File: src/evc_consts.svh
`ifndef EVC_CONSTS_SVH
`define EVC_CONSTS_SVH
// Purpose: constants of the cascaded event counter bank
// Assumes: one core clock, apb register access
// Notes:   one 16-byte slot per counter, ctrl/low/high words

`define NUM_CNT        5'd18
`define CNT_W          40
`define EV_W           4
`define ADDR_W         12
`define SEL_W          3
`define FIRST_NOSEL    16
`define CTRL_EXT_BIT   11
`define CTRL_EN_BIT    12
`define CTRL_SEL_LSB   13
`define CTRL_FORCE_BIT 25
`define CTRL_PMI_BIT   26
`define CTRL_CASC_BIT  30
`define CTRL_OVF_BIT   31
`define CTRL_RST       32'h0000_0000
`define REG_CTRL       2'h0
`define REG_LO         2'h1
`define REG_HI         2'h2
`endif

File: src/evc_pkg.sv
// Purpose: shared types of the event counter bank
// Assumes: constants come from the header
// Notes:   bus answer machine has two states
`include "evc_consts.svh"
package evc_pkg;
    typedef logic [31:0]         word_t;
    typedef logic [`EV_W-1:0]    ev_t;
    typedef logic [`CNT_W-1:0]   count_t;
    typedef enum logic {BUS_IDLE, BUS_ANSWER} bus_state_t;
endpackage

File: src/evc_top.sv
// Purpose: bank of eighteen cascadable event counters
// Assumes: apb master, event lines on the core clock
// Notes:   one wait state on every apb access
//
// Chosen here: the register offsets and the APB interface to the registers.
`include "evc_consts.svh"
module evc_top (
    input  wire logic                         sys_clk_i,
    input  wire logic                         rst_i,
    input  wire logic                         psel_i,
    input  wire logic                         penable_i,
    input  wire logic                         pwrite_i,
    input  wire logic [`ADDR_W-1:0]           paddr_i,
    input  wire evc_pkg::word_t               pwdata_i,
    input  wire evc_pkg::ev_t [`NUM_CNT-1:0]  event_lines_i,
    output logic                              pready_o,
    output evc_pkg::word_t                    prdata_o,
    output logic                              pslverr_o,
    output logic                              performance_monitor_interrupt_o
);
    import evc_pkg::*;

    // ************************************************
    // declarations
    // ************************************************

    word_t                  ctrl_r [`NUM_CNT];
    logic [`NUM_CNT-1:0]    ovf_r;
    logic [`NUM_CNT-1:0]    ord_run_r;
    logic [`NUM_CNT-1:0]    ext_run_r;
    logic                   pmi_r;
    bus_state_t             bus_state_r;
    logic                   pready_r;
    logic                   pslverr_r;
    word_t                  prdata_r;

    count_t                 count [`NUM_CNT];
    logic [`NUM_CNT-1:0]    wrap;
    logic [`NUM_CNT-1:0]    run;
    logic [`NUM_CNT-1:0]    casc;
    logic [`NUM_CNT-1:0]    ext;
    logic [`NUM_CNT-1:0]    ord_start;
    logic [`NUM_CNT-1:0]    ord_hold;
    logic [`NUM_CNT-1:0]    ext_start;
    logic [`NUM_CNT-1:0]    ext_hold;
    logic [`NUM_CNT-1:0]    wr_ctrl;
    logic [`NUM_CNT-1:0]    wr_lo;
    logic [`NUM_CNT-1:0]    wr_hi;
    logic [`NUM_CNT-1:0]    pmi_src;

    logic [4:0]             sel_idx;
    logic [1:0]             sel_reg;
    logic                   hit;
    logic                   wr_go;
    word_t                  rd_word;

    // ************************************************
    // helper functions
    // ************************************************

    // bits that software may store in a control word
    function automatic word_t ctrl_mask(input int i);
        word_t m;
        m = '0;
        m[`CTRL_EN_BIT]    = 1'b1;
        m[`CTRL_FORCE_BIT] = 1'b1;
        m[`CTRL_PMI_BIT]   = 1'b1;
        m[`CTRL_CASC_BIT]  = 1'b1;
        if (i < `FIRST_NOSEL) begin
            m[`CTRL_SEL_LSB +: `SEL_W] = {`SEL_W{1'b1}};
        end
        // extended bit exists on local 0, 3, 4 and 5 only
        if (i == 12 || i == 15 || i == 16 || i == 17) begin
            m[`CTRL_EXT_BIT] = 1'b1;
        end
        return m;
    endfunction

    // ************************************************
    // address decode
    // ************************************************

    // slot index in bits 8:4, word in slot in bits 3:2
    assign sel_idx = paddr_i[8:4];
    assign sel_reg = paddr_i[3:2];
    assign hit     = paddr_i[1:0] == 2'h0
                     && paddr_i[`ADDR_W-1:9] == 3'h0
                     && sel_idx < `NUM_CNT
                     && sel_reg != 2'h3;

    // writes land only on the edge that completes the access
    assign wr_go = psel_i && penable_i && pready_r && pwrite_i && hit;

    // per-counter write strobes
    always_comb begin
        wr_ctrl = '0;
        wr_lo   = '0;
        wr_hi   = '0;
        if (wr_go) begin
            wr_ctrl[sel_idx] = sel_reg == `REG_CTRL;
            wr_lo[sel_idx]   = sel_reg == `REG_LO;
            wr_hi[sel_idx]   = sel_reg == `REG_HI;
        end
    end

    // read mux; the counter keeps running underneath
    always_comb begin
        rd_word = '0;
        if (hit) begin
            case (sel_reg)
                `REG_CTRL: begin
                    rd_word = ctrl_r[sel_idx];
                    rd_word[`CTRL_OVF_BIT] = ovf_r[sel_idx];
                end
                `REG_LO: begin
                    rd_word = count[sel_idx][31:0];
                end
                `REG_HI: begin
                    rd_word[`CNT_W-33:0] = count[sel_idx][`CNT_W-1:32];
                end
                default: begin
                    rd_word = '0;
                end
            endcase
        end
    end

    // ************************************************
    // apb answer machine
    // ************************************************

    // data is captured one edge ahead so outputs come from flops
    always_ff @(posedge sys_clk_i) begin
        if (rst_i) begin
            bus_state_r <= BUS_IDLE;
            pready_r    <= 1'b0;
            pslverr_r   <= 1'b0;
            prdata_r    <= '0;
        end else begin
            case (bus_state_r)
                BUS_IDLE: begin
                    if (psel_i && penable_i) begin
                        bus_state_r <= BUS_ANSWER;
                        pready_r    <= 1'b1;
                        pslverr_r   <= !hit;
                        prdata_r    <= pwrite_i ? '0 : rd_word;
                    end
                end
                BUS_ANSWER: begin
                    bus_state_r <= BUS_IDLE;
                    pready_r    <= 1'b0;
                    pslverr_r   <= 1'b0;
                end
                default: begin
                    bus_state_r <= BUS_IDLE;
                    pready_r    <= 1'b0;
                end
            endcase
        end
    end

    assign pready_o  = pready_r;
    assign pslverr_o = pslverr_r;
    assign prdata_o  = prdata_r;

    // ************************************************
    // control words
    // ************************************************

    // unwritable bits stay zero, so reserved bits read zero
    always_ff @(posedge sys_clk_i) begin
        for (int i = 0; i < 18; i++) begin
            if (rst_i) begin
                ctrl_r[i] <= `CTRL_RST;
            end else if (wr_ctrl[i]) begin
                ctrl_r[i] <= pwdata_i & ctrl_mask(i);
            end
        end
    end

    // ************************************************
    // counters
    // ************************************************

    // eighteen slots: blocks of 4, 4, 4 and 6
    for (genvar i = 0; i < 18; i++) begin : g_cnt
        ev_t inc;
        // counters without an event select always see their lines
        if (i < `FIRST_NOSEL) begin : g_sel
            assign inc = ctrl_r[i][`CTRL_SEL_LSB +: `SEL_W] == 3'h0
                         ? 4'h0 : event_lines_i[i];
        end else begin : g_nosel
            assign inc = event_lines_i[i];
        end

        assign casc[i] = ctrl_r[i][`CTRL_CASC_BIT];
        assign ext[i]  = ctrl_r[i][`CTRL_EXT_BIT];
        // enable, or a live cascade start, lets it count
        assign run[i]  = ctrl_r[i][`CTRL_EN_BIT]
                         || ord_run_r[i] || ext_run_r[i];
        assign pmi_src[i] = ovf_r[i] && ctrl_r[i][`CTRL_PMI_BIT];

        evc_counter u_cnt (
            .sys_clk_i (sys_clk_i),
            .rst_i     (rst_i),
            .run_i     (run[i]),
            .inc_i     (inc),
            .force_i   (ctrl_r[i][`CTRL_FORCE_BIT]),
            .wr_lo_i   (wr_lo[i]),
            .wr_hi_i   (wr_hi[i]),
            .wdata_i   (pwdata_i),
            .count_o   (count[i]),
            .wrap_o    (wrap[i])
        );
    end

    // ************************************************
    // cascade routing
    // ************************************************

    evc_cascade_route u_route (
        .wrap_i      (wrap),
        .ovf_i       (ovf_r),
        .casc_i      (casc),
        .ext_i       (ext),
        .ord_start_o (ord_start),
        .ord_hold_o  (ord_hold),
        .ext_start_o (ext_start),
        .ext_hold_o  (ext_hold)
    );

    // cascade run lasts while own flag and source overflow stay set;
    // a start in the same cycle as a clear wins
    always_ff @(posedge sys_clk_i) begin
        if (rst_i) begin
            ord_run_r <= '0;
            ext_run_r <= '0;
        end else begin
            ord_run_r <= ord_start | (ord_run_r & ord_hold);
            ext_run_r <= ext_start | (ext_run_r & ext_hold);
        end
    end

    // ************************************************
    // overflow flags and interrupt
    // ************************************************

    // sticky; writing 0 clears, a wrap in that cycle wins
    always_ff @(posedge sys_clk_i) begin
        for (int i = 0; i < 18; i++) begin
            if (rst_i) begin
                ovf_r[i] <= 1'b0;
            end else if (wrap[i]) begin
                ovf_r[i] <= 1'b1;
            end else if (wr_ctrl[i]) begin
                ovf_r[i] <= ovf_r[i] & pwdata_i[`CTRL_OVF_BIT];
            end
        end
    end

    // level request while any enabled overflow stays set
    always_ff @(posedge sys_clk_i) begin
        if (rst_i) begin
            pmi_r <= 1'b0;
        end else begin
            pmi_r <= |pmi_src;
        end
    end

    assign performance_monitor_interrupt_o = pmi_r;
endmodule

File: src/evc_counter.sv
// Purpose: one wide event counter with wrap detect
// Assumes: writes and counting never share a cycle
// Notes:   a write wins over an increment
`include "evc_consts.svh"
module evc_counter (
    input  wire logic           sys_clk_i,
    input  wire logic           rst_i,
    input  wire logic           run_i,
    input  wire evc_pkg::ev_t   inc_i,
    input  wire logic           force_i,
    input  wire logic           wr_lo_i,
    input  wire logic           wr_hi_i,
    input  wire evc_pkg::word_t wdata_i,
    output evc_pkg::count_t     count_o,
    output logic                wrap_o
);
    import evc_pkg::*;
    count_t             count_r;
    logic [`CNT_W:0]    sum;

    // carry out of the sum marks the wrap
    assign sum     = {1'b0, count_r} + {{(`CNT_W-`EV_W+1){1'b0}}, inc_i};
    assign wrap_o  = run_i && !wr_lo_i && !wr_hi_i
                     && (sum[`CNT_W] || (force_i && inc_i != 4'h0));
    assign count_o = count_r;

    // stopped counter just holds, so reads never disturb it
    always_ff @(posedge sys_clk_i) begin
        if (rst_i) begin
            count_r <= '0;
        end else if (wr_lo_i) begin
            count_r[31:0] <= wdata_i;
        end else if (wr_hi_i) begin
            count_r[`CNT_W-1:32] <= wdata_i[`CNT_W-33:0];
        end else if (run_i) begin
            count_r <= sum[`CNT_W-1:0];
        end
    end
endmodule

File: src/evc_cascade_route.sv
// Purpose: cascade source map of all eighteen counters
// Assumes: wrap pulses and flags share one clock
// Notes:   a counter has at most one source of each kind
`include "evc_consts.svh"
module evc_cascade_route (
    input  wire logic [`NUM_CNT-1:0] wrap_i,
    input  wire logic [`NUM_CNT-1:0] ovf_i,
    input  wire logic [`NUM_CNT-1:0] casc_i,
    input  wire logic [`NUM_CNT-1:0] ext_i,
    output logic [`NUM_CNT-1:0]      ord_start_o,
    output logic [`NUM_CNT-1:0]      ord_hold_o,
    output logic [`NUM_CNT-1:0]      ext_start_o,
    output logic [`NUM_CNT-1:0]      ext_hold_o
);
    // partner in the other pair of the same block
    function automatic int ord_src(input int i);
        if (i == 16) return 14;
        if (i == 17) return 15;
        return i ^ 2;
    endfunction

    // extended sources exist only in the fourth block
    function automatic int ext_src(input int i);
        case (i)
            12:      return 16;
            15:      return 17;
            16:      return 17;
            17:      return 16;
            default: return -1;
        endcase
    endfunction

    // 16 and 17 never appear as an ordinary source
    for (genvar i = 0; i < 18; i++) begin : g_route
        assign ord_start_o[i] = casc_i[i] && wrap_i[ord_src(i)];
        assign ord_hold_o[i]  = casc_i[i] && ovf_i[ord_src(i)];
        if (ext_src(i) >= 0) begin : g_ext
            assign ext_start_o[i] = ext_i[i] && wrap_i[ext_src(i)];
            assign ext_hold_o[i]  = ext_i[i] && ovf_i[ext_src(i)];
        end else begin : g_noext
            assign ext_start_o[i] = 1'b0;
            assign ext_hold_o[i]  = 1'b0;
        end
    end
endmodule

File: config.mk
export PLATFORM = sky130hd
export DESIGN_NAME = evc_top
export DESIGN_NICKNAME = d
export VERILOG_FILES = /design/src/evc_pkg.sv /design/src/evc_top.sv /design/src/evc_counter.sv /design/src/evc_cascade_route.sv
export VERILOG_INCLUDE_DIRS = /design/src
export SDC_FILE = /design/constraint.sdc
export NUM_CORES = 2
export LEC_CHECK = 0
export BUFFER_PORTS_ARGS = -buffer_cell sky130_fd_sc_hd__buf_4
export CORE_ASPECT_RATIO = 1.5
export CORE_UTILIZATION = 55
export CTS_CLUSTER_DIAMETER = 150
export CTS_CLUSTER_SIZE = 10
export DETAILED_ROUTE_END_ITERATION = 8
export PLACE_DENSITY_LB_ADDON = 0.15
export SETUP_SLACK_MARGIN = 0.1
export SLEW_MARGIN = 20
export SYNTH_ARGS = -nofsm -noshare
export SYNTH_HDL_FRONTEND = slang
export SYNTH_SLANG_ARGS = --single-unit
File: constraint.sdc
create_clock -name sys_clk_i -period 6.33 [get_ports sys_clk_i]
set_clock_uncertainty 0.15 [all_clocks]
set_input_delay 0.9495 -clock sys_clk_i [delete_from_list [all_inputs] [get_ports sys_clk_i]]
set_output_delay 0.9495 -clock sys_clk_i [all_outputs]
set_load 0.1 [all_outputs]
## Word level (Yosys, flattened, before mapping)

Memory sizes are Yosys's and may differ from the RTL's.
Index checks and enable logic that the tools add are counted.
W data, S select, Z words.

- Shift operators: 0
- Reductions and logical operators: 362
- Mux-type cells: 258
- Add/sub/neg operators: 18
- $lt $le $gt $ge: 4
- Equality and inequality tests: 22
- Divide/modulo/power cells: 0
- Bitwise gates (word level): 81
- Multiply operators: 0

Operator list:

| kind | count |
|---|---|
| $mux W32 | 56 |
| $mux W40 | 20 |
| $add A40 B4 Y41 | 18 |
| $and A32 B31 Y32 | 18 |
| $bmux W40 S5 | 1 |
| $mux W8 | 18 |
| $logic_and A1 B1 Y1 | 142 |
| $reduce_bool A2 Y1 | 54 |
| $mux W1 | 105 |
| $mux W3 | 32 |
| $and A18 B18 Y18 | 5 |
| $reduce_and A2 Y1 | 37 |
| $reduce_bool A4 Y1 | 18 |
| $mux W4 | 16 |
| $logic_or A1 B1 Y1 | 54 |
| $mux W18 | 3 |
| $logic_not A3 Y1 | 17 |
| $pmux W24 S2 | 1 |
| $ne A2 B2 Y1 const B | 20 |
| $logic_not A1 Y1 | 37 |
| $or A18 B18 Y18 | 2 |
| $pmux W8 S3 | 1 |
| $not A1 Y1 | 19 |
| $and A1 B1 Y1 | 18 |
| other kinds (13) | 33 |

- Memory bits (read-only): 0
- Bits in writable memories: 576
- Bits in latches: 0
- Output and inout port bits: 35
- Bits of input ports: 121
- Register bits after elaboration: 810
- Word-level logic and storage cells: 807
- Memories kept: 1

Memory list:

| name | depth | width | read ports | clocked after memory_dff | write ports | RTL line | RTL |
|---|---|---|---|---|---|---|---|
| ctrl_r | 18 | 32 | 19 | 0 | 18 | evc_top.sv:27 | `` word_t ctrl_r [`NUM_CNT]; `` |

## Longest topological paths before layout

- Word-level depth: 12
- Gate-level depth with buffers: 13
- Mapped depth without buffers: 11

## Hierarchy

From an unflattened synthesis, not the netlist that was laid out.

- Cells, all modules: 7427
- Area, all modules: 63357.0 µm²

By module, submodules not included:

| module | cells an instance | times used | area each (µm²) |
|---|---|---|---|
| evc_counter | 332 | 18 | 2628.8 |
| evc_top | 1378 | 1 | 15549.9 |
| evc_cascade_route | 73 | 1 | 489.2 |

## Worst setup path after synthesis

OpenSTA, ideal clock, no wires.

- Path kind: input-to-reg
- Start: in event_lines_i[60] (netlist name)
- End: reg g_cnt[15].u_cnt.count_r[30]
- Slack: 2896 ps
- Arrival time: 3199 ps
- Path buffers: 2
- Data required time: 6094 ps
- Setup time: 86 ps
- Stages on the path: 12
- Cell sequence: nor2b_1 ha_1 inv_1 fa_1 nor2b_1 o31a_1 clkbuf_1 and4_1 buf_1 a31oi_1 o21ba_2 a211oi_1

- Word-level cells in the longest chain between the ends: 5

Ends and longest elaborated chain:

| item | RTL line | RTL |
|---|---|---|
| start, declared | evc_top.sv:15 | `` input wire evc_pkg::ev_t [`NUM_CNT-1:0] event_lines_i, `` |
| $mux W4 | evc_top.sv:190 | `` assign inc = ctrl_r[i][`CTRL_SEL_LSB +: `SEL_W] == 3'h0 `` |
| $add A40 B4 Y41 | evc_counter.sv:22 | `` assign sum = {1'b0, count_r} + {{(`CNT_W-`EV_W+1){1'b0}}, inc_i}; `` |
| $mux W40 | evc_counter.sv:35 | `end else if (run_i) begin` |
| $mux W32 | evc_counter.sv:33 | `end else if (wr_hi_i) begin` |
| $mux W32 | evc_counter.sv:31 | `end else if (wr_lo_i) begin` |
| end signal, assigned | evc_counter.sv:32 | `count_r[31:0] <= wdata_i;` |
| end signal, assigned by index | evc_counter.sv:34 | `` count_r[`CNT_W-1:32] <= wdata_i[`CNT_W-33:0]; `` |
| end signal, assigned | evc_counter.sv:36 | `` count_r <= sum[`CNT_W-1:0]; `` |
| end, declared | evc_counter.sv:18 | `count_t count_r;` |

No other way between the ends. The select of a mux whose other input is x is not followed.
A chain may end at the register's enable or synchronous reset.

## Final worst setup path

- Start: in paddr_i[5]
- End: reg g_cnt[3].u_cnt.count_r[37]

- Word-level cells in the longest chain between the ends: 8

Ends and longest elaborated chain:

| item | RTL line | RTL |
|---|---|---|
| start, declared | evc_top.sv:13 | `` input wire logic [`ADDR_W-1:0] paddr_i, `` |
| $lt A5 B6 Y1 / $ge A5 B1 Y1 (equally long branches) | - |  |
| $logic_and A1 B1 Y1 (no line) | - |  |
| $mux W1 (no line) | - |  |
| $demux W1 S5 (no line) | - |  |
| $and A18 B18 Y18 (no line) | - |  |
| $mux W18 | evc_top.sv:99 | `if (wr_go) begin` |
| $reduce_bool A2 Y1 (no line) / $not A1 Y1 (equally long branches) | - |  |
| $reduce_and A2 Y1 (no line) | - |  |
| end signal, assigned by index | evc_counter.sv:34 |  |
| end signal, assigned | evc_counter.sv:36 |  |
| end, declared | evc_counter.sv:18 |  |

Several ways; a longest one is shown, not always the timed one.

==> impl_results.md <==
- Routed WL: 284000 um
- Placer Congestion: 1.06
- Final worst path period share: a little under 70%
- Largest family of logic cells by synthesized area: simple AND/OR/NAND/NOR gates
- Bufs on Longest Clock Path: 3
- Largest net degree at the start of global routing: 172
- First-pass GRT wire length: 402000 um
- Flip-flop and latch count after synthesis: 920
- Starting density of the core: between 50% and 60%
- ANT nets after route: 0
- CORE AREA: 107000 sq um
- Syn_area_per_cell: between 8 and 9 sq um
- Number of enable flip-flop cells after synthesis: 124
- Leak Pwr: roughly 21 nW
- Area grow syn2layout: 8.18%
- Multiplexer share of the synthesized area: 8.60%
- Most frequent cells in the layout: nor2_1 (802), dfxtp_1 (796), a211oi_1 (533)
- Die H: 405 um
- Sequential cell area fraction in the yosys report: 33.1%
- Layout Nets: 7126
- Fmax: 229 MHz
- RR Startpoint: ctrl_r[14][14]
- Max-slew headroom: 15.9%
- End of the critical path: g_cnt[3].u_cnt.count_o[37]
- GRT Total Usage: 50.5%
- Pre-antenna DRT Iters: 9
- RSZ-0062 raised after global routing: no
- Commonest non-fill, non-tap cell in the layout: nor2_1
- CTS tree: done
- Adder-Cell Fraction of Synth Area: approximately 2.2%
- Synth Net Count: roughly 7300
- Number of DRC markers in iteration 0: approximately 8300
- Cell Pwr Density: 199 nW/um^2
- Clock Tree Root: clkbuf_16
- Mapped Cells: 7067
- Post_cts resized: 0
- Finished Layout Cells: ~8400
- Final Max Tran Viols: 0
- Crit-path max FO: between 70 and 80
- Worst hold path type: flop to flop
- Port Buf Inserts: between 150 and 200
- Failing checks: DRC
- Clk_lat worst skew: between 700 and 800 ps
- Fin. Hold Viols: 0
- XOR/XNOR Fraction of Synth Area: 6.26%
- # Max-Cap Violations: 0
- Total CTS buffers: 101
- Vias: 61300
- Yosys cell types: 102
- Clk sinks: 920
- Initial antenna violation count: 24
- Setup TNS: 0 ps
- Global route overflow: 0
- Hold-fix buffers, CTS: 0
- Placed cell count: 8220
- Slew at the pin closest to its max-slew limit: 1250 ps
- Final Setup Violations: 0
- Compound-Gate Fraction of Synth Area: 20.2%
- Critical Path Start: paddr_i[5]
- Outcome: finished with violations
- Async SR Flop Fraction: 0%
- Drc violations: 2
- Num rows: 147
- Crit path DAT: 4850 ps
- Die Width: 270 um
- R2R cell count: 10
- Post-detail-place hpwl: 200000 um
- Reg clk slew, reported paths: approximately 60 ps
- Synth warn: 0
- CP Class: input port to flop
- Crit. End Element: flop
- Vias in the first global route: 56600
- Post-synthesis simple-gate area fraction: approximately a quarter
- CP startpoint kind: input port
- Reg-to-reg setup timing slack: 2130 ps
- H-tree depth: 3
- Post-Syn Area: 59500 sq um
- Layout cells sized above 1: 10.9%
- R2r endpoint: g_cnt[14].u_cnt.count_o[27]
- Post-CTS Setup Repair Bufs: 0
- Tmin final: 4370 ps
- VDD IR max: approximately 280 uV
- Drt wl/cell: 33.9 um
- Io pins: approximately 160
- Vias/cell: about 7.3
- Required time of the critical path: approximately 7000 ps
- Die ar.: around 110000 sq um
- Main synth FF type: dfxtp_1
-- worst min-delay path by stage --
stage                     cells after the start           end          from
after floorplan                               2  ord_run_r[5]  ord_run_r[5]
after global placement                        2  ord_run_r[5]  ord_run_r[5]
after detailed placement                      2  ord_run_r[5]  ord_run_r[5]
after CTS                                     2  ord_run_r[5]  ord_run_r[5]
after global routing                          1  prdata_o[24]  prdata_o[24]
final                                         2  ord_run_r[5]  ord_run_r[5]
-- area by class of cell --
| type | instances | area (sq um) |
|---|---|---|
| inverter | 162 | 609 |
| fill | 9656 | 42700 |
| tap | 1415 | 1770 |
| clock inverter | 6 | 100 |
| sequential | 920 | 19700 |
| antenna | 18 | 45.0 |
| clock buffer | 123 | 2630 |
| multi-input combinational | 5438 | 37200 |
| timing repair buffer | 288 | 2290 |
-- synthesized netlist by cell type, drive strengths merged (56+ instances only) --
library cell  instances  area share, %
inv                 161            1.0
o21ai               360            3.1
edfxtp              124            6.3
nand4               232            2.5
nor3                335            2.9
o211ai               64           0.81
xor2                133            2.0
mux2i                70            1.2
a311oi               84            1.2
and3                223            2.3
ha                   76            1.6
nor2                813            5.2
clkbuf              369            2.3
nand2               433            2.7
xnor2               292            4.3
and4                 56           0.83
mux4                184            7.0
nand3               305            2.6
buf                 178            1.4
dfxtp               796             27
nor2b                99            1.0
a211oi              535            6.8
a21oi               239            2.1
nor4                125            1.5
or3                  98            1.0
-- worst max-delay path, cell delays in order --
cell and delay, ps:
clkbuf_8 350, o31ai_2 560, and3_4 740, nand3_1 640, a21oi_1 910, o221ai_1 250
a311oi_1 310
-- kinds of logic after synthesis --
family                   after synthesis
multiplexers                         278
flip-flops                           920
buffers and inverters                709
XOR/XNOR                             425
AND/OR/NAND/NOR                     2908
adder cells (fa/ha/maj)               94
AO/OA/AOI/OAI                       1733
-- stage by stage --
step	power, mW	hold slack (ps)	setup slack (ps)	cell area (sq um)	util, %
final	12.8	316	1960	64300	60.1
after global routing	13.0	340	1840	64300	60.0
after CTS	12.7	315	2070	64200	60.0
after detailed placement	7.38	307	1410	61500	57.4
after global placement	7.36	306	1610	61400	57.4
after floorplan	6.84	288	2900	59500	-
-- routing by layer --
layer	part of all wire (%)	wire (um)	GRT usage, %
met5	0.024	69	0
met4	12	35100	51.9
met3	11	31500	13.8
met2	44	124000	77.7
met1	33	92800	54.9
-- state kept, by name, summed over array words and instances, names as in the netlist --
register	count
bus_state_r	1
performance_monitor_interrupt_o	1
pslverr_o	1
ord_run_r	18
ext_run_r	4
ctrl_r	124
ovf_r	18
g_cnt.u_cnt.count_o	720
pready_o	1
prdata_o	32
-- power breakdown --
group / total (mW) / internal [mW] / leakage, nW / switching (mW)
Clock: 5.50 / 2.89 / 1.33 / 2.61
Combinational: 1.25 / 0.350 / 11.6 / 0.904
Sequential: 6.07 / 5.98 / 7.70 / 0.0897
Power figures use the tool's default switching activity.
